==> config.mk <==
export PLATFORM = sky130hd
export DESIGN_NAME = cpu_internal_bus_access
export DESIGN_NICKNAME = d
export VERILOG_FILES = /design/src/rtl/ibus_pkg.sv /design/src/rtl/cpu_internal_bus_access.sv
export SDC_FILE = /design/constraint.sdc
export NUM_CORES = 1
export LEC_CHECK = 0
export ABC_AREA = 0
export BUFFER_PORTS_ARGS = -buffer_cell sky130_fd_sc_hd__buf_2
export CORE_ASPECT_RATIO = 0.5
export CORE_MARGIN = 5
export CORE_UTILIZATION = 35
export DETAILED_ROUTE_END_ITERATION = 8
export GPL_ROUTABILITY_DRIVEN = 1
export GPL_TIMING_DRIVEN = 1
export PLACE_DENSITY_LB_ADDON = 0.2
export SLEW_MARGIN = 5
export SYNTH_ARGS = -nofsm -noshare
export SYNTH_HDL_FRONTEND = slang
export SYNTH_SLANG_ARGS = --single-unit
==> constraint.sdc <==
create_clock -name clk_i -period 5.8 [get_ports clk_i]
set_clock_uncertainty 0.2 [all_clocks]
set_input_delay 0 -clock clk_i [delete_from_list [all_inputs] [get_ports clk_i]]
set_output_delay 0 -clock clk_i [all_outputs]
set_load 0.02 [all_outputs]
==> src/rtl/ibus_pkg.sv <==
package ibus_pkg;

   // region decode codes
   localparam logic [1:0] REGION_EMPTY = 2'h0;
   localparam logic [1:0] REGION_MEM = 2'h1;
   localparam logic [1:0] REGION_PERIPH = 2'h2;

   // default address windows, 16-bit address space
   localparam logic [15:0] ROM_BASE = 16'h0000;
   // the gap between the rom top and the peripheral window is empty
   localparam logic [15:0] ROM_LAST = 16'hDFFF;
   localparam logic [15:0] PERIPH_BASE = 16'hF000;
   localparam logic [15:0] PERIPH_LAST = 16'hF7FF;
   localparam logic [15:0] RAM_BASE = 16'hF780;
   localparam logic [15:0] RAM_LAST = 16'hFF7F;
   localparam logic [15:0] IO2_BASE = 16'hFF80;
   localparam logic [15:0] IO2_LAST = 16'hFFFF;

   // bus cycle lengths in states
   localparam logic [1:0] MEM_STATES = 2'h2;
   localparam logic [1:0] PERIPH_FAST_STATES = 2'h2;
   localparam logic [1:0] PERIPH_SLOW_STATES = 2'h3;

   // filler returned for undefined data
   localparam logic [7:0] UNDEF_BYTE = 8'hFF;
   localparam logic [15:0] UNDEF_WORD = 16'hFFFF;

   // cpu-level states and modes
   typedef enum logic [1:0] {
      CPU_RESET, CPU_EXEC, CPU_HALT, CPU_EXCEPT
   } cpu_state_e;
   typedef enum logic [1:0] {
      EXEC_HIGH, EXEC_MEDIUM, EXEC_SUB
   } exec_mode_e;
   typedef enum logic [1:0] {
      HALT_SLEEP, HALT_STANDBY, HALT_WATCH, HALT_SUBSLEEP
   } halt_mode_e;

   // bit manipulation operations
   typedef enum logic [2:0] {
      BIT_NONE, BIT_SET, BIT_CLEAR, BIT_INVERT, BIT_STORE, BIT_INV_STORE
   } bit_op_e;

   // cpu request
   typedef struct packed {
      logic [15:0] addr;
      logic [15:0] wdata;
      logic write;
      logic word;
      bit_op_e bit_op;
      logic [2:0] bit_sel;
      logic bit_val;
   } cpu_req_s;

   // internal bus toward memory and peripherals
   typedef struct packed {
      logic [15:0] addr;
      logic [15:0] wdata;
      logic write;
      logic word;
      logic mem_sel;
      logic periph_sel;
   } ibus_req_s;

endpackage

==> src/rtl/cpu_internal_bus_access.sv <==
// What this block does
// - one state is one rising edge of the active clock
// - every internal bus cycle lasts two or three states
// - on-chip ram and rom accesses finish in exactly two states
// - memory path is 16 bits, byte or word transfers
// - peripheral accesses take two or three states per cycle
// - peripheral path is 8 bits, byte transfers only
// - word write to peripherals stores upper byte, drops lower byte
// - word read from peripherals fills upper byte, lower byte undefined
// - write to an empty area stores nothing
// - read from an empty area returns an undefined value
// - four cpu states: reset, execution, halt, exception handling
// - active modes use system clock, subactive uses subclock
// - halt state has sleep, standby, watch and subsleep modes
// - exception handling is transient, entered on reset or interrupt
// - interrupt entry pushes program counter and condition code register
// - bit instructions read a byte, modify a bit, write it back
// - shared counter/load address reads counter, writes load register
`timescale 1ns/10ps
`default_nettype none
module cpu_internal_bus_access
(
   // clocks and reset
   input wire logic clk_i,
   input wire logic arst_n_i,
   // clock selection and power state control
   input wire logic sub_clk_active_i,
   input wire ibus_pkg::exec_mode_e exec_mode_i,
   input wire logic halt_req_i,
   input wire ibus_pkg::halt_mode_e halt_mode_i,
   input wire logic wake_i,
   input wire logic irq_i,
   // cpu context for interrupt entry
   input wire logic [15:0] stack_pointer_i,
   input wire logic [15:0] program_counter_i,
   input wire logic [7:0] condition_code_reg_i,
   // cpu request and answer
   input wire logic req_valid_i,
   input wire ibus_pkg::cpu_req_s req_i,
   output logic req_ready_o,
   output logic resp_valid_o,
   output logic [15:0] rdata_o,
   // internal bus
   output ibus_pkg::ibus_req_s bus_o,
   output logic bus_strobe_o,
   output logic bus_last_o,
   output logic three_state_o,
   input wire logic [15:0] mem_rdata_i,
   input wire logic [7:0] periph_rdata_i,
   input wire logic periph_slow_i,
   // cpu state view
   output ibus_pkg::cpu_state_e cpu_state_o,
   output logic exec_sub_clock_o,
   output ibus_pkg::halt_mode_e halt_mode_o,
   output logic stacking_o
);
   import ibus_pkg::*;

   typedef enum logic [2:0] {
      SEQ_IDLE, SEQ_T1, SEQ_T2, SEQ_T3, SEQ_RMW_GAP, SEQ_PUSH
   } seq_e;

   // region decode, shared by the request and the bit-op write phase
   // anything outside rom, ram and peripherals decodes as an empty area
   function automatic logic [1:0] region_of(input logic [15:0] a);
      logic [1:0] r;
      r = REGION_EMPTY;
      if (a <= ROM_LAST)
         r = REGION_MEM;
      else if (a >= RAM_BASE && a <= RAM_LAST)
         r = REGION_MEM;
      else if ((a >= PERIPH_BASE && a < RAM_BASE) || a >= IO2_BASE)
         r = REGION_PERIPH;
      return r;
   endfunction

   // apply one bit operation to a byte read back from the bus
   // BIT_NONE passes the byte through untouched
   function automatic logic [7:0] bit_modify(input logic [7:0] d,
      input bit_op_e op, input logic [2:0] sel, input logic v);
      logic [7:0] m;
      m = d;
      unique case (op)
         BIT_SET: m[sel] = 1'b1;
         BIT_CLEAR: m[sel] = 1'b0;
         BIT_INVERT: m[sel] = ~d[sel];
         BIT_STORE: m[sel] = v;
         BIT_INV_STORE: m[sel] = ~v;
         default: m = d;
      endcase
      return m;
   endfunction

   // sequencer, cpu state and the captured request
   seq_e seq, next_seq;
   cpu_state_e cpu_state, next_cpu_state;
   cpu_req_s cur;
   halt_mode_e halt_mode;
   logic [1:0] region;
   logic rmw_write;
   logic slow;
   logic [1:0] push_idx;
   logic [15:0] rdata;
   logic resp_valid;
   logic sync_irq_a, sync_irq;
   logic sync_wake_a, sync_wake;
   // bit-op write-back byte and the interrupt stacking flag
   logic [7:0] modified_q;
   logic sync_irq_pending;

   // two-flop synchronisers for the asynchronous wake and interrupt lines
   // only the second flop is read, so a late edge cannot split the state
   always_ff @(posedge clk_i or negedge arst_n_i)
   begin
      if (!arst_n_i)
      begin
         sync_irq_a <= 1'b0;
         sync_irq <= 1'b0;
         sync_wake_a <= 1'b0;
         sync_wake <= 1'b0;
      end
      else
      begin
         sync_irq_a <= irq_i;
         sync_irq <= sync_irq_a;
         sync_wake_a <= wake_i;
         sync_wake <= sync_wake_a;
      end
   end

   // request decode
   wire [1:0] req_region = region_of(req_i.addr);
   wire is_mem = (region == REGION_MEM);
   wire is_periph = (region == REGION_PERIPH);
   wire is_bitop = (cur.bit_op != BIT_NONE);
   wire take = req_ready_o && req_valid_i;
   wire in_access = (seq == SEQ_T1 || seq == SEQ_T2 || seq == SEQ_T3);
   wire last_state = (seq == SEQ_T2 && !(is_periph && slow)) ||
      (seq == SEQ_T3);
   wire read_phase_end = last_state && (!cur.write || is_bitop) && !rmw_write;

   // interrupt stacking: two words, each a two-state ram cycle, so the
   // push keeps the same memory timing as any other ram access
   wire push_second = push_idx[1]; // second word carries the flags
   wire push_write = push_idx[0]; // write state of each word
   wire push_done = (seq == SEQ_PUSH) && (push_idx == 2'h3);
   wire [15:0] push_addr = stack_pointer_i -
      {13'h0000, push_second, !push_second, 1'b0};

   // read data shaping per region
   wire [15:0] mem_rd = cur.word ? mem_rdata_i :
      {8'h00, cur.addr[0] ? mem_rdata_i[7:0] : mem_rdata_i[15:8]};
   wire [15:0] periph_rd = cur.word ? {periph_rdata_i, UNDEF_BYTE} :
      {8'h00, periph_rdata_i};
   wire [15:0] shaped_rd = is_mem ? mem_rd :
      is_periph ? periph_rd : UNDEF_WORD;
   wire [7:0] modified = bit_modify(shaped_rd[7:0], cur.bit_op,
      cur.bit_sel, cur.bit_val);

   // ready drops while a synchronised interrupt waits, so no access
   // starts that the exception entry would have to cut short
   assign req_ready_o = (seq == SEQ_IDLE) && (cpu_state == CPU_EXEC) &&
      !sync_irq;
   assign resp_valid_o = resp_valid;
   assign rdata_o = rdata;

   // cpu state view; the subclock itself is switched outside this block
   assign cpu_state_o = cpu_state;
   assign halt_mode_o = halt_mode;
   assign exec_sub_clock_o = (exec_mode_i == EXEC_SUB) &&
      sub_clk_active_i;
   assign stacking_o = (seq == SEQ_PUSH);
   assign three_state_o = in_access && is_periph && slow;

   // bus drive: empty area and peripheral word write get shaped here
   always_comb
   begin
      bus_o = '0;
      bus_strobe_o = 1'b0;
      bus_last_o = 1'b0;
      if (in_access)
      begin
         bus_o.addr = cur.addr;
         bus_o.write = (cur.write && !is_bitop) || rmw_write;
         bus_o.word = cur.word && is_mem && !is_bitop;
         bus_o.mem_sel = is_mem;
         // an empty area selects neither side, so a write is lost
         bus_o.periph_sel = is_periph;
         bus_strobe_o = (seq == SEQ_T1);
         bus_last_o = last_state;
         if (rmw_write)
            bus_o.wdata = {modified_q, modified_q};
         else if (is_periph)
            bus_o.wdata = {8'h00, cur.word ? cur.wdata[15:8] :
               cur.wdata[7:0]};
         else
            bus_o.wdata = cur.wdata;
      end
      else if (seq == SEQ_PUSH)
      begin
         // interrupt stacking goes to the on-chip ram only
         bus_o.addr = push_addr;
         bus_o.write = 1'b1;
         bus_o.word = 1'b1;
         bus_o.mem_sel = 1'b1;
         bus_o.wdata = push_second ?
            {condition_code_reg_i, condition_code_reg_i} :
            program_counter_i;
         bus_strobe_o = !push_write;
         bus_last_o = push_write;
      end
   end

   // cpu state transitions; exception handling ends once stacking is done, or at once after reset
   always_comb
   begin
      next_cpu_state = cpu_state;
      unique case (cpu_state)
         CPU_RESET: next_cpu_state = CPU_EXCEPT;
         CPU_EXEC:
            if (sync_irq && seq == SEQ_IDLE)
               next_cpu_state = CPU_EXCEPT;
            else if (halt_req_i && seq == SEQ_IDLE)
               next_cpu_state = CPU_HALT;
         // an interrupt ends any halt mode; wake returns to execution
         CPU_HALT:
            if (sync_irq)
               next_cpu_state = CPU_EXCEPT;
            else if (sync_wake)
               next_cpu_state = CPU_EXEC;
         CPU_EXCEPT:
            if (seq == SEQ_IDLE && !sync_irq_pending)
               next_cpu_state = CPU_EXEC;
      endcase
   end

   // sequencer: each state is one rising clock edge
   always_comb
   begin
      next_seq = seq;
      unique case (seq)
         SEQ_IDLE:
            if (cpu_state == CPU_EXCEPT && sync_irq_pending)
               next_seq = SEQ_PUSH;
            else if (take)
               next_seq = SEQ_T1;
         SEQ_T1: next_seq = SEQ_T2;
         SEQ_T2:
            if (is_periph && slow)
               next_seq = SEQ_T3;
            else if (read_phase_end && is_bitop)
               next_seq = SEQ_RMW_GAP;
            else
               next_seq = SEQ_IDLE;
         SEQ_T3:
            next_seq = (read_phase_end && is_bitop) ? SEQ_RMW_GAP : SEQ_IDLE;
         // one idle state between the read and the write phase
         SEQ_RMW_GAP: next_seq = SEQ_T1;
         SEQ_PUSH: next_seq = push_done ? SEQ_IDLE : SEQ_PUSH;
         default: next_seq = SEQ_IDLE;
      endcase
   end

   // sequencer and state registers
   always_ff @(posedge clk_i or negedge arst_n_i)
   begin
      if (!arst_n_i)
      begin
         seq <= SEQ_IDLE;
         cpu_state <= CPU_RESET;
         sync_irq_pending <= 1'b0;
         halt_mode <= HALT_SLEEP;
      end
      else
      begin
         seq <= next_seq;
         cpu_state <= next_cpu_state;
         if (next_cpu_state == CPU_EXCEPT && cpu_state != CPU_EXCEPT)
            sync_irq_pending <= (cpu_state != CPU_RESET);
         else if (push_done)
            sync_irq_pending <= 1'b0;
         if (cpu_state == CPU_EXEC && halt_req_i)
            halt_mode <= halt_mode_i;
      end
   end

   // request capture, timing attribute and bit-op phase
   always_ff @(posedge clk_i or negedge arst_n_i)
   begin
      if (!arst_n_i)
      begin
         cur <= '0;
         region <= REGION_EMPTY;
         slow <= 1'b0;
         rmw_write <= 1'b0;
         modified_q <= 8'h00;
         push_idx <= 2'h0;
      end
      else
      begin
         if (take)
         begin
            cur <= req_i;
            region <= req_region;
            // one per-module attribute chooses peripheral timing
            slow <= (req_region == REGION_PERIPH) && periph_slow_i;
            rmw_write <= 1'b0;
         end
         else if (read_phase_end && is_bitop)
         begin
            // same address is written back; a shared counter/load slot
            // thus writes the load register from the live count
            modified_q <= modified;
            rmw_write <= 1'b1;
         end
         else if (last_state && rmw_write)
            rmw_write <= 1'b0;
         // the push count restarts whenever stacking is idle
         push_idx <= (seq == SEQ_PUSH) ? push_idx + 2'h1 : 2'h0;
      end
   end

   // answer: one state after the last state of the read or write phase, read data taken at the end of the read phase
   always_ff @(posedge clk_i or negedge arst_n_i)
   begin
      if (!arst_n_i)
      begin
         resp_valid <= 1'b0;
         rdata <= 16'h0000;
      end
      else
      begin
         // a bit op answers once, after its write phase
         resp_valid <= last_state && (!is_bitop || rmw_write);
         if (read_phase_end)
            rdata <= shaped_rd;
      end
   end

endmodule
`default_nettype wire

---- After elaboration in Yosys (flattened, before gate mapping) ----
Index checks and enable logic that the tools add are counted.
storage, ports and cells
  flip-flop bits (word level) ............. 84
  input port bits ......................... 117
  output and inout port bits .............. 63
  word-level logic and storage cells ...... 153
operators by class
  add/sub/neg operators ................... 2
  order comparisons ....................... 8
  eq/ne operators ......................... 21
  mux-type cells .......................... 45
  bitwise operators ....................... 6
  reduce and logical (&&, ||, !) cells .... 49
operator list
  cell                                                    count
  two-way mux 16 bit                                      7
  two-way mux 35 bit                                      2
  >= comparator 16 bit, second input constant             3
  case mux 8 bit (5 select lines)                         1
  less-or-equal comparator 16 bit, second input constant  2
  logical AND 1 bit                                       27
  bitwise mux 8 bit                                       3
  two-way mux 2 bit                                       9
  case mux 3 bit (6 select lines)                         1
  less-than comparator 16 bit, second input constant      1
  two-way mux 8 bit                                       2
  subtractor 16 x 3 -> 16 bit                             1
  two-way mux 3 bit                                       5
  == test 2 bit, second input constant                    7
  == test 3 x 2 -> 1 bit, second input constant           4
  == test 3 bit, second input constant                    4
  two-way mux 1 bit                                       12
  AND 8 bit                                               1
  zero test 1 bit                                         8
  NOT 8 bit                                               1
  bitwise OR 8 bit                                        1
  case mux 2 bit (4 select lines)                         1
  logical OR 1 bit                                        7
  == test 3 x 1 -> 1 bit, second input constant           2
  14 further kinds                                        19

---- Logic depth before layout (Yosys ltp) ----
  depth after elaboration ................. 11
  depth in mapped cells ................... 10
  mapped depth without buffers ............ 8

---- Least setup slack after synthesis ----
No wires, ideal clock.
  path kind ............................... register to output
  start ................................... register push_idx[1]
  end ..................................... output port bus_o[31] in the netlist's numbering
  arrival ................................. 2.787 ns
  data required time ...................... 5.600 ns
  path slack .............................. 2.813 ns
  cell stages (with the launch flop) ...... 10
  buffers on the path ..................... 2
  cell sequence ........................... dfrtp_1 > clkbuf_1 > clkbuf_1 > inv_1 > ha_1 > fa_1 > nor3b_1 > nand3_1 > xor2_1 > o21ai_0
RTL lines
  item                    RTL line                        text
  start, declared         cpu_internal_bus_access.sv:102  logic [1:0] push_idx;
  start signal, assigned  cpu_internal_bus_access.sv:319  push_idx <= (seq == SEQ_PUSH) ? push_idx + 2'h1 : 2'h0;
  end, declared           cpu_internal_bus_access.sv:44   output ibus_pkg::ibus_req_s bus_o,

---- Worst setup path after layout ----
  start ................................... register seq[1]
  end ..................................... register slow
between the ends
  longest elaborated chain between the ends .. 4
RTL lines
  item                             RTL line                        text
  start, declared                  cpu_internal_bus_access.sv:95   seq_e seq, next_seq;
  start signal, assigned           cpu_internal_bus_access.sv:276  seq <= next_seq;
  zero test 3 bit                  cpu_internal_bus_access.sv:162  assign req_ready_o = (seq == SEQ_IDLE) && (cpu_state == CPU_EXEC) &&
  logical AND 1 bit (2 in series)  cpu_internal_bus_access.sv:162
  logical AND 1 bit                cpu_internal_bus_access.sv:136  wire take = req_ready_o && req_valid_i;
  end signal, assigned             cpu_internal_bus_access.sv:306  slow <= (req_region == REGION_PERIPH) && periph_slow_i;
  end, declared                    cpu_internal_bus_access.sv:101  logic slow;
Every way passes these cells.
A chain may end at the register's enable or synchronous reset.

==> flow_summary_export.csv <==
group,metric,value,unit
clocking,cts_root_buf,"clkbuf_16",
yosys,async_flop_share,100,%
critical_path,cp.arrival,3370,ps
place,port-buffer-count,179,
power_and_ir_drop,power,3.19,mW
status,status,"finished, final reports clean",
place,hpwl,11.4,mm
finish,final_common_cell,"buf_2",
yosys,syn_avg_cell_area,9.76,um^2
yosys,synth_xor_area_share,2.62,%
drt,vias,4909,
clocking,cts_setup_buffers,0,
clocking,clock-sinks,84,
clocking,cts-resized-gates,0,
drt,post_drt_wl_per_cell,16.7,um
sta,rsz0062_at_grt,"false",
drt,drt_iter0_drc,308,
place,place_area,6060,um^2
yosys,synth_edf_count,0,
yosys,synth_fa_ha_area_share,1.15,%
clocking,htree_levels,3,
power_and_ir_drop,p_sw,1.39,mW
yosys,synth_top_family_by_area,"compound AO/OA/AOI/OAI gates",
clocking,ctsHoldBuffers,77,
finish,insertedDiodeCount,0,
drt,ant_nets,0,
clocking,cts_tree,"yes",
global_route,grt_pass1_wl,25.4,mm
drt,routed_wl,15.8,mm
place,dpl_worst_slack,2860,ps
sta,tightest_slew,1170,ps
yosys,syn_area,5010,um^2
yosys,ys_seq_elements,84,
critical_path,cp_max_fo,31,
finish,fin_area,7130,um^2
yosys,syn_nets,635,
sta,relSlewSlack,21.9,%
clocking,numCtsBuffers,9,
clocking,clockBufferDepth,2,
yosys,ys_warn_count,0,
yosys,synth_compound_area_share,18.3,%
power_and_ir_drop,p_sw_share,43.7,%
critical_path,start_kind,"register",
power_and_ir_drop,p_per_area,447,nW/um^2
finish,mostFrequentLayoutCells,"178 x buf_2, 84 x dfrtp_1, 77 x dlygate4sd3_1",
die,fp.coreArea,13800,um^2
sta,whs,25.5,ps
sta,setup_tns,0,ps
finish,fin_util,51.7,%
clocking,insertion_delay,340,ps
finish,fillCellCount,1273,
place,place_congestion,0.831,
clocking,clkTransAtPathRegs,60,ps
sta,finalCriticalPeriod,3290,ps
worst_hold_path,hp-class,"primary input to register",
global_route,grt_pass1_vias,4988,
global_route,track_usage,18.9,%
critical_path,worst_ep_required_time,5870,ps
sta,drv_slew,0,
yosys,synth_top_area_cell,"dfrtp_1",
drt,drc,0,
finish,final_cells,947,
sta,worst_slack,2510,ps
job,cap_violations,0,
die,initial_utilization,36.4,%
finish,nNetsFinal,872,
die,io_pins,180,
finish,area_delta_synth_final,42.1,%
power_and_ir_drop,p_seq_share,32.5,%
global_route,globalRouteOverflowTotal,0,
power_and_ir_drop,intPower,1.79,mW
critical_path,worst_setup_path_end_kind,"register",
die,die_y,94.6,um
yosys,syn_inst,514,
critical_path,critical_path_class,"register to register",
sta,max_clock_freq,304,MHz
power_and_ir_drop,pwr-share-clk,17.9,%
place,placedCellCount,855,
yosys,muxShareOfSynthArea,16.4,%
drt,vias_per_cell,5.18,
yosys,synthSimpleGateAreaFrac,15.8,%
finish,layout-drive-gt1-share,28.9,%
sta,fin_crit_sh,56.8,%
die,die-width,179,um
yosys,ys_dominant_reg_cell,"dfrtp_1",
drt,first_pass_iters,5,
power_and_ir_drop,ir_worst_vdd,161,uV
global_route,grt_antenna_before_repair,0,
finish,multi_input_area,2730,um^2
power_and_ir_drop,combPwrFrac,49.6,%
yosys,synth_cell_types,60,
yosys,synth.yosys.seq_area_share,41.9,%
die,dieArea,17000,um^2
sta,setup_viol,0,
yosys,synthTopCellsByArea,"dfrtp_1 42%, mux2_1 12%, a21oi_1 5.5%",
yosys,netlist.area_leader.share,41.9,%
power_and_ir_drop,leakage,3.17,nW
sta,hold_viol_final,0,
finish,seqCellArea,2100,um^2
die,row_count,30,
global_route,grt_max_degree,65,
-- critical path, cell delays in order, from the launching register on --
cell and delay [ps]:
dfrtp_1 450, or3_1 440, nor3b_2 260, nand2_2 330, buf_4 380, nor4_1 430, a22o_1 180, dlygate4sd3_1 540
-- cell type report --
class / instances / area share [%]
multi-input cells: 383 / 38.3
inverters: 10 / 0.527
repair buffers: 263 / 24.2
flip-flops and latches: 84 / 29.5
clock buffers: 11 / 3.41
well taps: 192 / 3.37
clock inverters: 4 / 0.702
-- cell families after synthesis --
family,Yosys count
mux,75
flops,84
xor+xnor,15
simple gates,149
compound gates,140
fa+ha+maj,4
buf+inv,47
-- cell usage after synthesis (all sizes together), types with 9 or more instances --
library cell and number:
dfrtp 84, mux2 57, a21oi 55, nand2 51, clkbuf 25, o21ai 22, nor3b 20, nor2 19
mux2i 18, o22ai 17, nand3 15, buf 12, inv 10, xnor2 10, o21a 9
-- sequential cells by signal, summed over array words and instances (netlist names) --
| name | flops |
|---|---|
| cpu_state_o | 2 |
| cur | 41 |
| halt_mode_o | 2 |
| modified_q | 8 |
| push_idx | 2 |
| rdata_o | 16 |
| region | 2 |
| resp_valid_o | 1 |
| rmw_write | 1 |
| seq | 3 |
| slow | 1 |
| sync_irq | 1 |
| sync_irq_a | 1 |
| sync_irq_pending | 1 |
| sync_wake | 1 |
| sync_wake_a | 1 |
-- power by group through the flow --
stage                     Sequential (mW)  Clock, mW  Combinational, mW
after global routing                 1.07      0.614               1.73
after global placement               1.03          0               1.48
after floorplan                     0.992          0               1.03
final                                1.04      0.571               1.58
after CTS                            1.03      0.589               1.59
after detailed placement             1.04          0               1.50
-- path summary, 6_finish.rpt --
check	cells past startpoint	slack, ps	end	from
max in group asynchronous	3	4170	cur[36]$_DFFE_PN0P_	arst_n_i
hold / removal	4	30	rdata_o[7]$_DFFE_PN0N_	mem_rdata_i[7]
hold reg to reg	0	150	sync_wake$_DFF_PN0_	sync_wake_a$_DFF_PN0_
setup reg to reg	7	2510	slow$_DFFE_PN0P_	seq[1]$_DFFE_PN0P_
min in group asynchronous	3	230	seq[0]$_DFFE_PN0P_	arst_n_i
setup / recovery	7	2510	slow$_DFFE_PN0P_	seq[1]$_DFFE_PN0P_
-- routing by layer --
metal	vias up	wire, um	track usage [%]
li1	2351	-	-
met1	2355	7150	25.4
met2	192	7310	31.2
met3	11	1220	4.40
met4	0	124	4.43
met5	-	0	0
(Power assumes the default switching activity.)
